--- src/hw/rdcu_defines.svh ---
// Offsets, field positions, reset values and timing counts of the direct command unit
`ifndef RDCU_DEFINES_SVH
`define RDCU_DEFINES_SVH

// Register byte offsets on the APB bus
`define RDCU_OFF_CMD 12'h000
`define RDCU_OFF_CTRL 12'h004
`define RDCU_OFF_STAT 12'h008
`define RDCU_OFF_RXWAIT 12'h00c
`define RDCU_OFF_TXLEN 12'h010
`define RDCU_OFF_RSSI 12'h014
`define RDCU_OFF_FIFO 12'h018

// Command word fields
`define RDCU_CMD_FLAG_BIT 7
`define RDCU_CMD_CODE_MSB 4

// Command codes
`define RDCU_C_IDLE 5'h00
`define RDCU_C_INIT 5'h03
`define RDCU_C_FIFO_RST 5'h0f
`define RDCU_C_TX 5'h10
`define RDCU_C_TX_CRC 5'h11
`define RDCU_C_DTX 5'h12
`define RDCU_C_DTX_CRC 5'h13
`define RDCU_C_SLOT 5'h14
`define RDCU_C_RX_BLOCK 5'h16
`define RDCU_C_RX_EN 5'h17
`define RDCU_C_TEST_INT 5'h18
`define RDCU_C_TEST_EXT 5'h19
`define RDCU_C_GAIN 5'h1a

// Control register fields
`define RDCU_CTRL_VIC_BIT 0
`define RDCU_CTRL_RXON_BIT 1
`define RDCU_CTRL_RFON_BIT 2

// Reset values
`define RDCU_GAIN_RST 2'h0
`define RDCU_RXWAIT_RST 8'h00

// Gain adjust timing
`define RDCU_WIN_US 100
`define RDCU_CLK_MHZ 250
`define RDCU_WIN_CYC (`RDCU_WIN_US * `RDCU_CLK_MHZ)
`define RDCU_GAIN_STEP_DB 5
`define RDCU_GAIN_MAX_DB 15
`define RDCU_GAIN_STEPS (`RDCU_GAIN_MAX_DB / `RDCU_GAIN_STEP_DB)
`define RDCU_EDGE_LIMIT 2
// Wait time unit in cycles per count
`define RDCU_RXWAIT_UNIT 4

`endif

--- src/hw/rdcu_pkg.sv ---
// Types of the direct command unit
package rdcu_pkg;
  // Action sequencer states
  typedef enum logic [2:0] {
    RDCU_IDLE,
    RDCU_TX_ARM,
    RDCU_TX_RUN,
    RDCU_RX_WAIT,
    RDCU_GAIN_RUN,
    RDCU_RSSI_RUN
  } rdcu_state_t;
endpackage

--- src/hw/rdcu_fifo_mem.sv ---
// Small memory holding transmit payload bytes, registered read data
`timescale 1ns/1ps
`default_nettype none
module rdcu_fifo_mem #(
  parameter int WIDTH = 8,
  parameter int DEPTH = 12,
  parameter int AW = 4
) (
  input wire logic mclk,
  input wire logic ce,
  input wire logic we,
  input wire logic [AW-1:0] waddr,
  input wire logic [WIDTH-1:0] wdata,
  input wire logic [AW-1:0] raddr,
  output logic [WIDTH-1:0] rdata
);
  // Storage array
  logic [WIDTH-1:0] mem [DEPTH];

  initial begin
    if ((1 << AW) < DEPTH) begin
      $error("rdcu_fifo_mem: AW too small for DEPTH");
    end
  end

  // Write port
  always_ff @(posedge mclk) begin
    if (ce && we) begin
      mem[waddr] <= wdata;
    end
  end

  // Registered read port
  always_ff @(posedge mclk) begin
    if (ce) begin
      rdata <= mem[raddr];
    end
  end
endmodule
`default_nettype wire

--- src/hw/rdcu_top.sv ---
// Direct command decoder and action sequencer with APB register access
//
// The register addresses and the APB register port were decided locally.
`timescale 1ns/1ps
`default_nettype none
`include "rdcu_defines.svh"

// Operation
// Decode idle, soft init, FIFO reset
// Decode four transmit commands with/without CRC
// Next slot only with vicinity protocol
// Decode receiver block/enable, tests, gain adjust
// Host sets flag bit, code in 4:0
// FIFO reset clears data, status, collision
// Host: command, then length, then payload
// Immediate transmit starts on first byte
// CRC appended only for CRC variants
// Delayed transmit waits for timer
// Next slot sends protocol-chosen marker
// Host adjusts gain only when quiet
// Count edges per 100us, raise threshold
// 5 dB per step, 15 dB maximum
// Gain returns to maximum on reset
// Host runs external test, receiver only
// External test stores 3-bit RSSI code
// Receiver enabled before either RF test
// Internal test reports RSSI codes 1..7
// Block receiver holds decoder in reset
// Release on enable command or TX end
// Nonzero wait delays release after TX
// Unknown codes change nothing
module rdcu_top #(
  parameter int WIN_CYC = `RDCU_WIN_CYC,
  parameter int DEPTH = 12
) (
  input wire logic mclk,
  input wire logic sys_rst,
  input wire logic ce,
  input wire logic psel,
  input wire logic penable,
  input wire logic pwrite,
  input wire logic [11:0] paddr,
  input wire logic [31:0] pwdata,
  output logic [31:0] prdata,
  output logic pready,
  output logic pslverr,
  input wire logic chip_en,
  input wire logic tx_timer_fire,
  input wire logic tx_ready,
  input wire logic rx_digital,
  input wire logic [2:0] rssi_level,
  input wire logic [6:0] collision_pos,
  output logic tx_start,
  output logic tx_crc,
  output logic tx_slot,
  output logic tx_byte_valid,
  output logic [7:0] tx_byte,
  output logic rx_dec_rst,
  output logic [1:0] gain_step,
  output logic soft_init,
  output logic [6:0] coll_pos
);
  localparam int AW = 4;
  localparam int WCW = $clog2(WIN_CYC + 1);

  initial begin
    if (DEPTH < 2 || DEPTH > 16) begin
      $error("rdcu_top: DEPTH must be 2..16");
    end
    if (WIN_CYC < 1) begin
      $error("rdcu_top: WIN_CYC must be positive");
    end
  end

  // Decode of a command code into "known"
  function automatic logic code_known(input logic [4:0] c);
    unique case (c)
      `RDCU_C_IDLE, `RDCU_C_INIT, `RDCU_C_FIFO_RST, `RDCU_C_TX, `RDCU_C_TX_CRC,
      `RDCU_C_DTX, `RDCU_C_DTX_CRC, `RDCU_C_SLOT, `RDCU_C_RX_BLOCK, `RDCU_C_RX_EN,
      `RDCU_C_TEST_INT, `RDCU_C_TEST_EXT, `RDCU_C_GAIN: code_known = 1'b1;
      default: code_known = 1'b0;
    endcase
  endfunction

  // Decode of transmit family commands
  function automatic logic code_is_tx(input logic [4:0] c);
    code_is_tx = (c >= `RDCU_C_TX) && (c <= `RDCU_C_DTX_CRC);
  endfunction

  // APB access strobes
  logic acc;
  logic wr;
  assign acc = psel && penable && ce;
  assign wr = acc && pwrite;

  // Command write decode
  logic cmd_wr;
  logic [4:0] cmd_code;
  logic cmd_go;
  assign cmd_wr = wr && (paddr == `RDCU_OFF_CMD);
  assign cmd_code = pwdata[`RDCU_CMD_CODE_MSB:0];
  // Only words with the flag set are commands
  assign cmd_go = cmd_wr && pwdata[`RDCU_CMD_FLAG_BIT] && code_known(cmd_code);

  // Software init acts like a reset for the state below
  logic init_go;
  logic fifo_rst_go;
  logic hard_clr;
  assign init_go = cmd_go && (cmd_code == `RDCU_C_INIT);
  assign fifo_rst_go = cmd_go && (cmd_code == `RDCU_C_FIFO_RST);
  assign hard_clr = init_go || !chip_en;

  // Registers
  logic [2:0] ctrl_q;
  logic [7:0] rxwait_q;
  logic [15:0] txlen_q;
  logic [2:0] rssi_q;
  logic crc_q;
  logic delayed_q;
  rdcu_pkg::rdcu_state_t state_q;

  // Control and configuration registers
  always_ff @(posedge mclk or posedge sys_rst) begin
    if (sys_rst) begin
      ctrl_q <= 3'h0;
      rxwait_q <= `RDCU_RXWAIT_RST;
      txlen_q <= 16'h0000;
    end else if (ce) begin
      if (hard_clr) begin
        ctrl_q <= 3'h0;
        rxwait_q <= `RDCU_RXWAIT_RST;
        txlen_q <= 16'h0000;
      end else if (wr && paddr == `RDCU_OFF_CTRL) begin
        ctrl_q <= pwdata[2:0];
      end else if (wr && paddr == `RDCU_OFF_RXWAIT) begin
        rxwait_q <= pwdata[7:0];
      end else if (wr && paddr == `RDCU_OFF_TXLEN) begin
        txlen_q <= pwdata[15:0];
      end
    end
  end

  // FIFO pointers and count
  logic [AW-1:0] wptr_q;
  logic [AW-1:0] rptr_q;
  logic [AW:0] cnt_q;
  logic ovf_q;
  logic fifo_wr;
  logic fifo_rd;
  logic [7:0] mem_rdata;
  assign fifo_wr = wr && (paddr == `RDCU_OFF_FIFO) && (cnt_q < (AW+1)'(DEPTH));
  assign fifo_rd = (state_q == rdcu_pkg::RDCU_TX_RUN) && tx_ready && (cnt_q != '0)
    && !tx_byte_valid;

  // FIFO bookkeeping, cleared by FIFO reset
  always_ff @(posedge mclk or posedge sys_rst) begin
    if (sys_rst) begin
      wptr_q <= '0;
      rptr_q <= '0;
      cnt_q <= '0;
      ovf_q <= 1'b0;
    end else if (ce) begin
      if (hard_clr || fifo_rst_go) begin
        wptr_q <= '0;
        rptr_q <= '0;
        cnt_q <= '0;
        ovf_q <= 1'b0;
      end else begin
        if (fifo_wr) begin
          wptr_q <= (wptr_q == AW'(DEPTH - 1)) ? '0 : wptr_q + 1'b1;
        end
        if (fifo_rd) begin
          rptr_q <= (rptr_q == AW'(DEPTH - 1)) ? '0 : rptr_q + 1'b1;
        end
        cnt_q <= cnt_q + (AW+1)'(fifo_wr) - (AW+1)'(fifo_rd);
        if (wr && paddr == `RDCU_OFF_FIFO && !fifo_wr) begin
          ovf_q <= 1'b1;
        end
      end
    end
  end

  // Payload storage
  rdcu_fifo_mem #(.WIDTH(8), .DEPTH(DEPTH), .AW(AW)) u_mem (
    .mclk(mclk),
    .ce(ce),
    .we(fifo_wr),
    .waddr(wptr_q),
    .wdata(pwdata[7:0]),
    .raddr(rptr_q),
    .rdata(mem_rdata)
  );

  // Gain adjust window counter and edge counter
  logic [WCW-1:0] win_q;
  logic [1:0] edges_q;
  logic rx_prev_q;
  // Receive wait counter, wide enough for the largest wait times the unit
  logic [9:0] wait_q;
  logic rx_edge;
  logic win_end;
  assign rx_edge = rx_digital ^ rx_prev_q;
  assign win_end = (win_q == WCW'(WIN_CYC - 1));

  // Previous receiver sample for edge detection
  always_ff @(posedge mclk or posedge sys_rst) begin
    if (sys_rst) begin
      rx_prev_q <= 1'b0;
    end else if (ce) begin
      rx_prev_q <= rx_digital;
    end
  end

  // Sequencer of actions
  always_ff @(posedge mclk or posedge sys_rst) begin
    if (sys_rst) begin
      state_q <= rdcu_pkg::RDCU_IDLE;
      crc_q <= 1'b0;
      delayed_q <= 1'b0;
      win_q <= '0;
      edges_q <= '0;
      wait_q <= '0;
    end else if (ce) begin
      if (hard_clr) begin
        state_q <= rdcu_pkg::RDCU_IDLE;
        crc_q <= 1'b0;
        delayed_q <= 1'b0;
      end else if (cmd_go && code_is_tx(cmd_code)) begin
        state_q <= rdcu_pkg::RDCU_TX_ARM;
        crc_q <= cmd_code[0];
        delayed_q <= cmd_code[1];
      end else if (cmd_go && cmd_code == `RDCU_C_GAIN) begin
        state_q <= rdcu_pkg::RDCU_GAIN_RUN;
        win_q <= '0;
        edges_q <= '0;
      end else if (cmd_go && (cmd_code == `RDCU_C_TEST_INT
                              || cmd_code == `RDCU_C_TEST_EXT)) begin
        state_q <= rdcu_pkg::RDCU_RSSI_RUN;
      end else begin
        unique case (state_q)
          rdcu_pkg::RDCU_IDLE: begin
          end
          rdcu_pkg::RDCU_TX_ARM: begin
            // Immediate start on first byte, delayed start on timer
            if (delayed_q ? tx_timer_fire : (cnt_q != '0)) begin
              state_q <= rdcu_pkg::RDCU_TX_RUN;
            end
          end
          rdcu_pkg::RDCU_TX_RUN: begin
            // Transmission ends when the FIFO is drained
            if (cnt_q == '0 && !tx_byte_valid && tx_ready) begin
              state_q <= rdcu_pkg::RDCU_RX_WAIT;
              wait_q <= 10'(rxwait_q) * 10'(`RDCU_RXWAIT_UNIT);
            end
          end
          rdcu_pkg::RDCU_RX_WAIT: begin
            if (wait_q == '0) begin
              state_q <= rdcu_pkg::RDCU_IDLE;
            end else begin
              wait_q <= wait_q - 1'b1;
            end
          end
          rdcu_pkg::RDCU_GAIN_RUN: begin
            // Windowed edge count
            win_q <= win_end ? '0 : win_q + 1'b1;
            if (win_end) begin
              edges_q <= '0;
              if (edges_q < 2'(`RDCU_EDGE_LIMIT) || gain_step == 2'(`RDCU_GAIN_STEPS)) begin
                state_q <= rdcu_pkg::RDCU_IDLE;
              end
            end else if (rx_edge && edges_q != 2'h3) begin
              edges_q <= edges_q + 1'b1;
            end
          end
          rdcu_pkg::RDCU_RSSI_RUN: begin
            state_q <= rdcu_pkg::RDCU_IDLE;
          end
        endcase
      end
    end
  end

  // Gain step: one 5 dB step per noisy window, limit 15 dB
  always_ff @(posedge mclk or posedge sys_rst) begin
    if (sys_rst) begin
      gain_step <= `RDCU_GAIN_RST;
    end else if (ce) begin
      if (hard_clr) begin
        gain_step <= `RDCU_GAIN_RST;
      end else if (state_q == rdcu_pkg::RDCU_GAIN_RUN && win_end
                   && edges_q > 2'(`RDCU_EDGE_LIMIT)
                   && gain_step != 2'(`RDCU_GAIN_STEPS)) begin
        gain_step <= gain_step + 1'b1;
      end
    end
  end

  // RSSI capture on either RF test, only while the receiver decoder is out of reset
  always_ff @(posedge mclk or posedge sys_rst) begin
    if (sys_rst) begin
      rssi_q <= 3'h0;
    end else if (ce) begin
      if (hard_clr) begin
        rssi_q <= 3'h0;
      end else if (state_q == rdcu_pkg::RDCU_RSSI_RUN && !rx_dec_rst) begin
        rssi_q <= rssi_level;
      end
    end
  end

  // Receiver decoder reset: block, enable, or TX end after wait
  always_ff @(posedge mclk or posedge sys_rst) begin
    if (sys_rst) begin
      rx_dec_rst <= 1'b0;
    end else if (ce) begin
      if (hard_clr) begin
        rx_dec_rst <= 1'b0;
      end else if (cmd_go && cmd_code == `RDCU_C_RX_BLOCK) begin
        rx_dec_rst <= 1'b1;
      end else if (cmd_go && cmd_code == `RDCU_C_RX_EN) begin
        rx_dec_rst <= 1'b0;
      end else if (state_q == rdcu_pkg::RDCU_RX_WAIT && wait_q == '0) begin
        rx_dec_rst <= 1'b0;
      end
    end
  end

  // Transmit strobes, byte output, slot marker and soft init pulse
  always_ff @(posedge mclk or posedge sys_rst) begin
    if (sys_rst) begin
      tx_start <= 1'b0;
      tx_crc <= 1'b0;
      tx_slot <= 1'b0;
      tx_byte_valid <= 1'b0;
      tx_byte <= 8'h00;
      soft_init <= 1'b0;
      coll_pos <= 7'h00;
    end else if (ce) begin
      tx_start <= (state_q == rdcu_pkg::RDCU_TX_ARM)
        && (delayed_q ? tx_timer_fire : (cnt_q != '0));
      tx_crc <= crc_q;
      // Slot marker only with the vicinity protocol selected
      tx_slot <= cmd_go && cmd_code == `RDCU_C_SLOT && ctrl_q[`RDCU_CTRL_VIC_BIT];
      tx_byte_valid <= fifo_rd;
      if (tx_byte_valid) begin
        tx_byte <= mem_rdata;
      end
      soft_init <= init_go;
      coll_pos <= (fifo_rst_go || hard_clr) ? 7'h00 : collision_pos;
    end
  end

  // APB read data and answer
  always_ff @(posedge mclk or posedge sys_rst) begin
    if (sys_rst) begin
      prdata <= 32'h0000_0000;
      pready <= 1'b0;
      pslverr <= 1'b0;
    end else if (ce) begin
      pready <= psel && !penable;
      pslverr <= 1'b0;
      // Decoded in the setup phase so the word stands at the access edge
      if (psel && !penable && !pwrite) begin
        unique case (paddr)
          `RDCU_OFF_CTRL: prdata <= {29'h0, ctrl_q};
          `RDCU_OFF_STAT: prdata <= {24'h0, 1'b0, ovf_q, cnt_q == '0,
                                     rx_dec_rst, gain_step, state_q != rdcu_pkg::RDCU_IDLE,
                                     1'b0} | {16'h0, 3'h0, cnt_q, 8'h00};
          `RDCU_OFF_RXWAIT: prdata <= {24'h0, rxwait_q};
          `RDCU_OFF_TXLEN: prdata <= {16'h0, txlen_q};
          `RDCU_OFF_RSSI: prdata <= {29'h0, rssi_q};
          default: prdata <= 32'h0000_0000;
        endcase
      end
    end
  end
endmodule
`default_nettype wire

--- config.mk ---
export PLATFORM = sky130hd
export DESIGN_NAME = rdcu_top
export DESIGN_NICKNAME = d
export VERILOG_FILES = /design/src/hw/rdcu_pkg.sv /design/src/hw/rdcu_fifo_mem.sv /design/src/hw/rdcu_top.sv
export VERILOG_INCLUDE_DIRS = /design/src /design/src/hw
export SDC_FILE = /design/constraint.sdc
export NUM_CORES = 1
export LEC_CHECK = 0
export BUFFER_PORTS_ARGS = -buffer_cell sky130_fd_sc_hd__buf_2
export CELL_PAD_IN_SITES_DETAIL_PLACEMENT = 1
export CELL_PAD_IN_SITES_GLOBAL_PLACEMENT = 1
export CORE_UTILIZATION = 30
export DETAILED_ROUTE_END_ITERATION = 8
export HOLD_SLACK_MARGIN = 0.06
export PLACE_DENSITY = 0.55
export SETUP_SLACK_MARGIN = 0.05
export SYNTH_ARGS = -nofsm -noshare
export SYNTH_HDL_FRONTEND = slang
export SYNTH_SLANG_ARGS = --single-unit
--- constraint.sdc ---
create_clock -name mclk -period 4.5 [get_ports mclk]
set_input_delay 0.9 -clock mclk [delete_from_list [all_inputs] [get_ports mclk]]
set_output_delay 0.9 -clock mclk [all_outputs]
set_load 0.05 [all_outputs]
; After elaboration in Yosys (flattened, before gate mapping)
; Memories as Yosys holds them, arrays and structs flattened. A register that Yosys moved wholly into a read port is not among the register bits.
; Cells that the tools add are included.
[totals]
ff_bits = 133
ram_bits = 96
romBits = 32
in_bits = 64
output_inout_bits = 57
wordCells = 221
memories = 2
[op_classes]
addsub = 8
n_lt_le_gt_ge = 5
n_eq_ne = 35
mux = 57
n_bitwise = 6
reduce_logical = 82
[mem_list]
columns = name, words, width, rd, rd_clocked_by_memory_dff, write_ports, line_no
row1 = u_mem.mem, 12, 8, 1, 1, 1, rdcu_fifo_mem.sv:18  ; logic [WIDTH-1:0] mem [DEPTH];
row2 = (name not given), 32, 1, 1, 0, 0, rdcu_top.sv:77  ; unique case (c)
[op_table]
columns = cell, n
row1 = 16-bit case mux with 5 select lines, 1
row2 = 16-bit two-way mux, 4
row3 = 15-bit two-way mux, 4
row4 = 3-bit two-way mux, 13
row5 = 1-bit logical AND, 37
row6 = "12-bit by 5-bit == test with 1-bit output, second input constant", 3
row7 = "5-bit == test, second input constant", 6
row8 = "12-bit by 4-bit == test with 1-bit output, second input constant", 2
row9 = 4-bit two-way mux, 6
row10 = 8-bit two-way mux, 3
row11 = 2-bit nonzero test, 11
row12 = 10-bit two-way mux, 2
row13 = 10-bit case mux with 2 select lines, 1
row14 = 2-bit AND reduction, 10
row15 = "15-bit by 1-bit adder with 15-bit output, second input constant", 1
row16 = "15-bit == test, second input constant", 1
row17 = 3-bit case mux with 5 select lines, 1
row18 = 2-bit two-way mux, 7
row19 = 1-bit two-way mux, 13
row20 = 7-bit by 13-bit bitwise OR with 13-bit output, 1
row21 = "12-bit by 3-bit == test with 1-bit output, second input constant", 1
row22 = 12-bit zero test, 1
row23 = "2-bit != test, second input constant", 6
row24 = "6-bit by 5-bit != test with 1-bit output, second input constant", 2
row25 = other kinds (38), 56

; Longest topological paths before layout
; Gate-level depths: netlist (run 1).
[logic_depth]
depth_word = 11
depth_mapped = 16

; Modules after synthesis
; Synthesis (run 1) repeated with hierarchy kept, for this count alone.
[hier_totals]
hier_cells = 875
area_unflattened_um2 = 10354.9
[modules_own_cells]
columns = mod, instances, cells_per_inst, area_each_um2
row1 = rdcu_top, 1, 692, 6397.4
row2 = rdcu_fifo_mem, 1, 183, 3957.5

; Worst setup path before layout (run 1)
; OpenSTA, ideal clock, no wires.
[synth_path]
path_type = input to register
start = input paddr[9]
end = register cnt_q[4]
arrival_ps = 3554
slack_ps = 864
path_stages = 14
n_path_buf = 0
path_cell_list = nor4_4 -> nand3_4 -> nor4_4 -> clkinv_1 -> ha_1 -> inv_1 -> ha_1 -> fa_1 -> a21oi_1 -> nor2_1 -> nor2_1 -> xnor2_1 -> nand2_1 -> o22ai_1
[synth_between]
elab_chain_cells = 8
word_cells_on_any_way = 14
[synth_lines]
columns = element, line_no
row1 = from (decl), rdcu_top.sv:42  ; input wire logic [11:0] paddr,
row2 = "parallel branches: the longest is 7 deep, another holds 5-bit by 1-bit adder with 5-bit output", --
row3 = 5-bit two-way mux *, rdcu_top.sv:163  ; if (hard_clr || fifo_rst_go) begin
row4 = to (signal assigned), rdcu_top.sv:175  ; cnt_q <= cnt_q + (AW+1)'(fifo_wr) - (AW+1)'(fifo_rd);
row5 = to (decl), rdcu_top.sv:146  ; logic [AW:0] cnt_q;
; Mark *: on every way between the ends.
; A chain may end at the register's enable or synchronous reset.

; Worst setup path in the final report (run 1)
; Ends and elaborated chain as after synthesis.

==> flow_metrics.py, run 1 <==
metrics = {
    "clocking": {
        "h-tree-depth": 1,
        "cts_buffers": 27,
        "clkSinkCount": 221,
        "cts.hold.buffers_added": 0,
        "cts_tree": "done",
        "postCtsSetupRepairBufs": 0,
        "ctsLongestPathBuffers": 3,
        "cts_resized": 0,
        "clkLatencyLatePin_ns": 0.55,
        "path_clk_slew_ns": 0.06,
        "root_buffer": "clkbuf_16",
    },
    "synthesis": {
        "synth-edff-count": 104,
        "synth_area_um2": 10500,
        "async_reset_ff_share_pct": 52.9,
        "synth_fa_ha_area_share_pct": 2.92,
        "ys_seq_elements": 221,
        "seq_area_frac_synth_pct": 57.4,
        "synthSimpleGateAreaFrac_pct": 12.6,
        "synth_top_family_by_area": "compound AO/OA/AOI/OAI gates",
        "yosys_warnings": 0,
        "muxShareOfSynthArea_pct": 8.66,
        "syn_avg_cell_area_um2": 12.2,
        "ys_types": 82,
        "yosys_most_used_dff": "dfrtp_1",
        "synthXorXnorAreaFrac_pct": 0.332,
        "synth_compound_area_share_pct": 13.9,
        "synthCells": 862,
    },
    "die": {
        "initial_core_util_pct": 30.5,
        "die_h_um": 190,
        "die-area_um2": 35900,
        "coreArea_um2": 34500,
        "die_x_um": 190,
        "num_rows": 68,
        "num_io_pins": 121,
    },
    "worst_setup_path": {
        "crit_start": "paddr[9]",
        "cp_slowest_cell": "nor4_4",
        "cp_max_fo": 10,
        "r2r_start": "cnt_q[4]$_DFFE_PP0P_",
        "worstPathRequired_ns": 4.97,
        "arrival_ns": 3.98,
        "slowest_delay_ns": 0.48,
        "endpoint_kind": "register",
        "setup.worst_path.class": "input port to register",
        "cp-start-kind": "input port",
        "worstPathBufferInverterCount": 3,
        "path_cells": "buf_2 -> nor4_4 -> nand3_4 -> nor4_4 -> clkinv_1 -> ha_1 -> inv_1 -> ha_1 -> fa_1 -> a21oi_1 -> nor2_1 -> nor2_1 -> xnor2_1 -> nand2_1 -> o22ai_1",
        "cp_top_family": "simple AND/OR/NAND/NOR gates",
    },
    "place": {
        "pre_cts_ws_ns": 0.417,
        "gp_congestion": 0.742,
        "dp_cells": 1387,
        "hpwl_mm": 19.7,
        "io_buffers": 87,
    },
    "timing": {
        "final.min_clock_period_ns": 3.51,
        "slew_headroom_pct": 23.8,
        "max_freq_mhz": 285,
        "fin_worst_skew_ns": 0.00835,
        "final.setup.tns_ns": 0,
        "maxSlewViolCount": 0,
        "setup_ws_ns": 0.994,
        "hold_viol": 0,
        "tightest_slew_ns": 1.14,
        "finalSetupViolCount": 0,
        "fin_crit_sh_pct": 77.9,
        "rsz0062_at_grt": "no",
    },
    "pwr": {
        "ir_drop_uv": 238,
        "switching_share_pct": 25.9,
        "p_int_w": 0.00377,
        "power.total_w": 0.00509,
        "clockPowerShare_pct": 45.1,
        "seq_power_share_pct": 44.9,
        "power_frac_comb_pct": 10.0,
        "cellLeakagePower_nw": 4.91,
        "switching_power_w": 0.00132,
        "power.density_nw_per_um2": 407,
    },
    "finish": {
        "diodes": 0,
        "nets": 1049,
        "multi_input_area_um2": 4170,
        "final_core_util_pct": 36.2,
        "areaGrowthSynthToFinish_pct": 18.5,
        "layout.filler_cells": 3765,
        "seqCellArea_um2": 6050,
        "drive_above_1_share_pct": 23.1,
        "finalNonFillerCells": 1437,
    },
    "run_status": {
        "status": "finished clean",
    },
    "grt": {
        "track_usage_pct": 16.2,
        "grt_max_degree": 95,
        "grt_pass1_wl_mm": 44.8,
        "antenna_found_initial": 1,
        "grt_pass1_vias": 7628,
        "overflow": 0,
    },
    "run": {
        "max_cap_violations": 0,
    },
    "drt": {
        "vias": 7238,
        "post_drt_wl_per_cell_um": 19.8,
        "via_per_inst": 5.04,
        "finalWirelength_mm": 28.5,
        "firstDrtPassIters": 6,
        "drc": 0,
        "drtAntennaViolNets": 0,
        "drt_iter0_markers": 340,
    },
    "worst_hold_path": {
        "worstHoldPathType": "input port to async pin",
    },
}
power groups by stage:
stage	clock, W	combinational (W)	sequential [W]
2_1_floorplan	0	0.000265	0.00241
3_3_place_gp	0	0.000506	0.00232
3_5_place_dp	0	0.000517	0.00232
4_1_cts	0.00237	0.000519	0.00228
5_1_grt	0.00244	0.000560	0.00230
6_report	0.00229	0.000510	0.00228
cells in the mapped netlist, types with 8 or more instances:
cell type / instances / share of area, %
a21oi_1: 28 / 1.3
a22o_1: 17 / 1.4
a31oi_1: 11 / 0.65
and3_1: 15 / 0.89
buf_4: 17 / 1.2
clkbuf_1: 27 / 0.96
dfrtp_1: 117 / 28
edfxtp_1: 104 / 30
ha_1: 23 / 2.7
inv_1: 37 / 1.3
mux2_2: 16 / 1.7
mux2i_1: 17 / 1.6
mux4_2: 24 / 5.1
nand2_1: 87 / 3.1
nand3_1: 14 / 0.66
nand4_1: 12 / 0.71
nor2_1: 40 / 1.4
nor2b_1: 8 / 0.47
nor3_1: 19 / 0.90
o21ai_0: 73 / 3.5
layout make-up:
| type | instances | share of cell area [%] |
|---|---|---|
| clock inverters | 22 | 2.01 |
| inverters | 39 | 1.19 |
| repair buffers | 110 | 4.97 |
| multi-input cells | 562 | 33.3 |
| flip-flops and latches | 221 | 48.4 |
| clock buffers | 28 | 5.52 |
| well taps | 455 | 4.56 |
routing by layer:
layer  GRT usage (%)  vias up  wire (um)
met3            2.22       33        936
li1                -     3413          -
met5               0        -          0
met1            22.4     3686      13600
met2            26.9      106      13500
met4            3.41        0        455
worst paths after layout:
check | endpoint | slack [ns] | depth (start not counted)
setup reg to reg | cnt_q[4]$_DFFE_PP0P_ | 1.09 | 16
setup / recovery | cnt_q[4]$_DFFE_PP0P_ | 0.99 | 15
min in group mclk | prdata[0]$_DFFE_PP0P_ | 0.47 | 2
hold / removal | rx_prev_q$_DFFE_PP0P_ | 0.33 | 2
hold reg to reg | prdata[0]$_DFFE_PP0P_ | 0.47 | 2
max in group asynchronous | tx_byte[6]$_DFFE_PP0P_ | 3.30 | 3
state kept, by name, indices dropped and copies added (netlist names), 4 cells and up:
name and flops:
u_mem.mem 96, prdata 16, txlen_q 16, win_q 15
wait_q 10, rxwait_q 8, tx_byte 8, u_mem.rdata 8
coll_pos 7, cnt_q 5, rptr_q 4, wptr_q 4
placed cells by master, fill, tap and decap left out, drive strengths merged, types with 6 or more instances in the layout:
cell / count
mux2: 16
nand2b: 6
a21oi: 31
and3: 15
clkinv: 17
a31oi: 17
o21ai: 74
clkbuf: 28
inv: 38
edfxtp: 104
nor2b: 8
conb: 17
nand2: 87
nor4: 6
mux2i: 18
nand4: 12
nor3: 21
nor2: 41
dfrtp: 117
a22oi: 7
buf: 110
mux4: 24
o2bb2ai: 6
nand3: 15
and2: 6
ha: 23
a22o: 17
nor4b: 6
or3: 7
logic make-up after synthesis:
family / Yosys count
simple gates: 252
flops: 221
compound gates: 207
buf+inv: 95
mux: 58
fa+ha+maj: 24
xor+xnor: 4
other cells: 1
metrics by stage:
stage          area, um^2  hold WS [ns]
5_1_grt             12500         0.330
3_3_place_gp        11600         0.457
6_report            12500         0.328
2_1_floorplan       10600         0.433
3_5_place_dp        11600         0.463
4_1_cts             12500         0.308
Note: power is estimated with default switching activity, not from simulation.
==> run 2, diff against run 1 <==
- PLACE_DENSITY: 0.55 -> 0.57
- clock period: 4.5 -> 3.1 ns (I/O delays scaled with it)
==> flow_metrics.py, run 2 (same netlist as run 1, synthesis figures left out) <==
metrics = {
    "place": {
        "place_area_um2": 12100,
        "io_buffers": 87,
        "gp_congestion": 0.790,
        "hpwl_mm": 20.9,
    },
    "finish": {
        "largest_reg_flops": 96,
        "final_core_util_pct": 37.6,
        "top_register": "u_mem.mem",
        "nets": 1112,
        "drive_above_1_share_pct": 28.3,
        "postLayoutCellArea_um2": 13000,
        "areaGrowthSynthToFinish_pct": 23.0,
        "most-common-layout-cells": "dfrtp_1, edfxtp_1, nand2_1, buf_2, buf_4",
        "final_common_cell": "dfrtp_1",
        "diodes": 0,
        "largestRegisters": "u_mem.mem: 96 flops, prdata: 16 flops, txlen_q: 16 flops",
    },
    "clocking": {
        "h-tree-depth": 1,
        "cts_buffers": 26,
        "cts.hold.buffers_added": 0,
        "clkLatencyLatePin_ns": 0.54,
        "clkSinkCount": 221,
        "cts_tree": "done",
        "root_buffer": "clkbuf_16",
        "path_clk_slew_ns": 0.06,
        "ctsLongestPathBuffers": 3,
    },
    "grt": {
        "track_usage_pct": 16.5,
        "grt_pass1_vias": 8040,
        "grt_pass1_wl_mm": 46.4,
        "overflow": 0,
        "grt_max_degree": 42,
        "antenna_found_initial": 1,
    },
    "pwr": {
        "cellLeakagePower_nw": 5.17,
        "switching_power_w": 0.00184,
        "switching_share_pct": 26.1,
        "power_frac_comb_pct": 11.2,
        "clockPowerShare_pct": 41.7,
        "seq_power_share_pct": 47.1,
        "power.density_nw_per_um2": 542,
        "p_int_w": 0.00520,
        "ir_drop_uv": 368,
    },
    "die": {
        "initial_core_util_pct": 30.5,
        "die-area_um2": 35900,
        "num_io_pins": 121,
        "num_rows": 68,
        "die_h_um": 190,
        "coreArea_um2": 34500,
        "die_x_um": 190,
    },
    "drt": {
        "post_drt_wl_per_cell_um": 19.2,
        "vias": 7494,
        "firstDrtPassIters": 5,
        "drc": 0,
        "drt_iter0_markers": 319,
        "finalWirelength_mm": 28.8,
        "via_per_inst": 5.00,
        "drtAntennaViolNets": 0,
    },
    "worst_setup_path": {
        "endpoint_kind": "register",
        "cp_slowest_cell": "dfrtp_1",
        "crit_top_cell": "ha_4",
        "setup.worst_path.class": "register to register",
        "reg2reg_depth": 16,
        "cp_top_family": "adder cells",
        "cp-start-kind": "register",
        "slowest_delay_ns": 0.41,
        "crit_cells": 16,
        "path_cells": "ha_4 -> a21oi_4 -> buf_6 -> nand3_4 -> nor4_4 -> clkinv_2 -> ha_4 -> inv_2 -> ha_4 -> fa_2 -> a21oi_2 -> nor2_1 -> nor2_1 -> xnor2_1 -> nand2_1 -> o22ai_1",
        "arrival_ns": 3.44,
        "worstPathRequired_ns": 3.56,
        "cp_max_fo": 2,
        "worstPathBufferInverterCount": 3,
    },
    "timing": {
        "rsz0062_at_grt": "yes",
        "max_freq_mhz": 336,
        "tightest_slew_ns": 0.722,
        "fin_hold_ws_ns": 0.205,
        "slew_headroom_pct": 51.9,
        "finalSetupViolCount": 0,
        "fin_crit_sh_pct": 96.1,
        "hold_viol": 0,
        "final.min_clock_period_ns": 2.98,
        "maxSlewViolCount": 0,
        "fin_worst_skew_ns": 0.0206,
    },
    "run_status": {
        "status": "finished clean",
    },
    "run": {
        "max_cap_violations": 0,
    },
    "worst_hold_path": {
        "worstHoldPathType": "input port to async pin",
    },
}
-- run 2: what timing repair did --
action,4_1_cts,5_1_grt
setup buffers,0,2
gates resized for setup,0,15
setup endpoints to repair,1,1
pin swaps,1,10
-- run 2: final cells by class --
type                            instances  area [um^2]
Inverter                               39          151
Multi-Input combinational cell        562         4250
Clock inverter                          5         65.1
Tap cell                              455          569
Clock buffer                           42          751
Sequential cell                       221         6050
Fill cell                            3786        21600
Timing Repair Buffer                  174         1140
-- run 2: per-stage QoR --
step	setup TNS (ns)	std cells	setup WS, ns	power, W
after floorplan	0	878	0.00108	0.00388
after global placement	-0.422	1449	-0.0618	0.00414
after detailed placement	-0.911	1449	-0.0907	0.00416
after CTS	0	1496	0.0521	0.00715
after global routing	-0.120	1498	-0.120	0.00733
final	0	1498	0.121	0.00704
-- run 2: final timing paths --
| check | from | to | slack (ns) |
|---|---|---|---|
| setup / recovery | cnt_q[3]$_DFFE_PP0P_ | cnt_q[4]$_DFFE_PP0P_ | 0.12 |
| hold / removal | sys_rst | rx_dec_rst$_DFFE_PP0P_ | 0.20 |
| setup reg to reg | cnt_q[3]$_DFFE_PP0P_ | cnt_q[4]$_DFFE_PP0P_ | 0.12 |
| hold reg to reg | prdata[0]$_DFFE_PP0P_ | prdata[0]$_DFFE_PP0P_ | 0.47 |
| max in group asynchronous | sys_rst | prdata[11]$_DFFE_PP0P_ | 2.28 |
| min in group mclk | collision_pos[5] | coll_pos[5]$_DFFE_PP0P_ | 0.31 |
-- run 2: power groups by stage --
stage / combinational [W] / sequential, W / clock, W
after floorplan: 0.000385 / 0.00350 / 0
after global placement: 0.000772 / 0.00337 / 0
after detailed placement: 0.000790 / 0.00337 / 0
after CTS: 0.000791 / 0.00331 / 0.00304
after global routing: 0.000865 / 0.00333 / 0.00313
final: 0.000787 / 0.00331 / 0.00294
-- run 2: layer usage --
layer  vias up  global-route usage, %  routed length, um
met4         0                   3.85                591
li1       3533                      -                  -
met2       106                   27.6              14100
met1      3813                   22.7              13300
met3        42                   2.04                841
met5         -                      0                  0
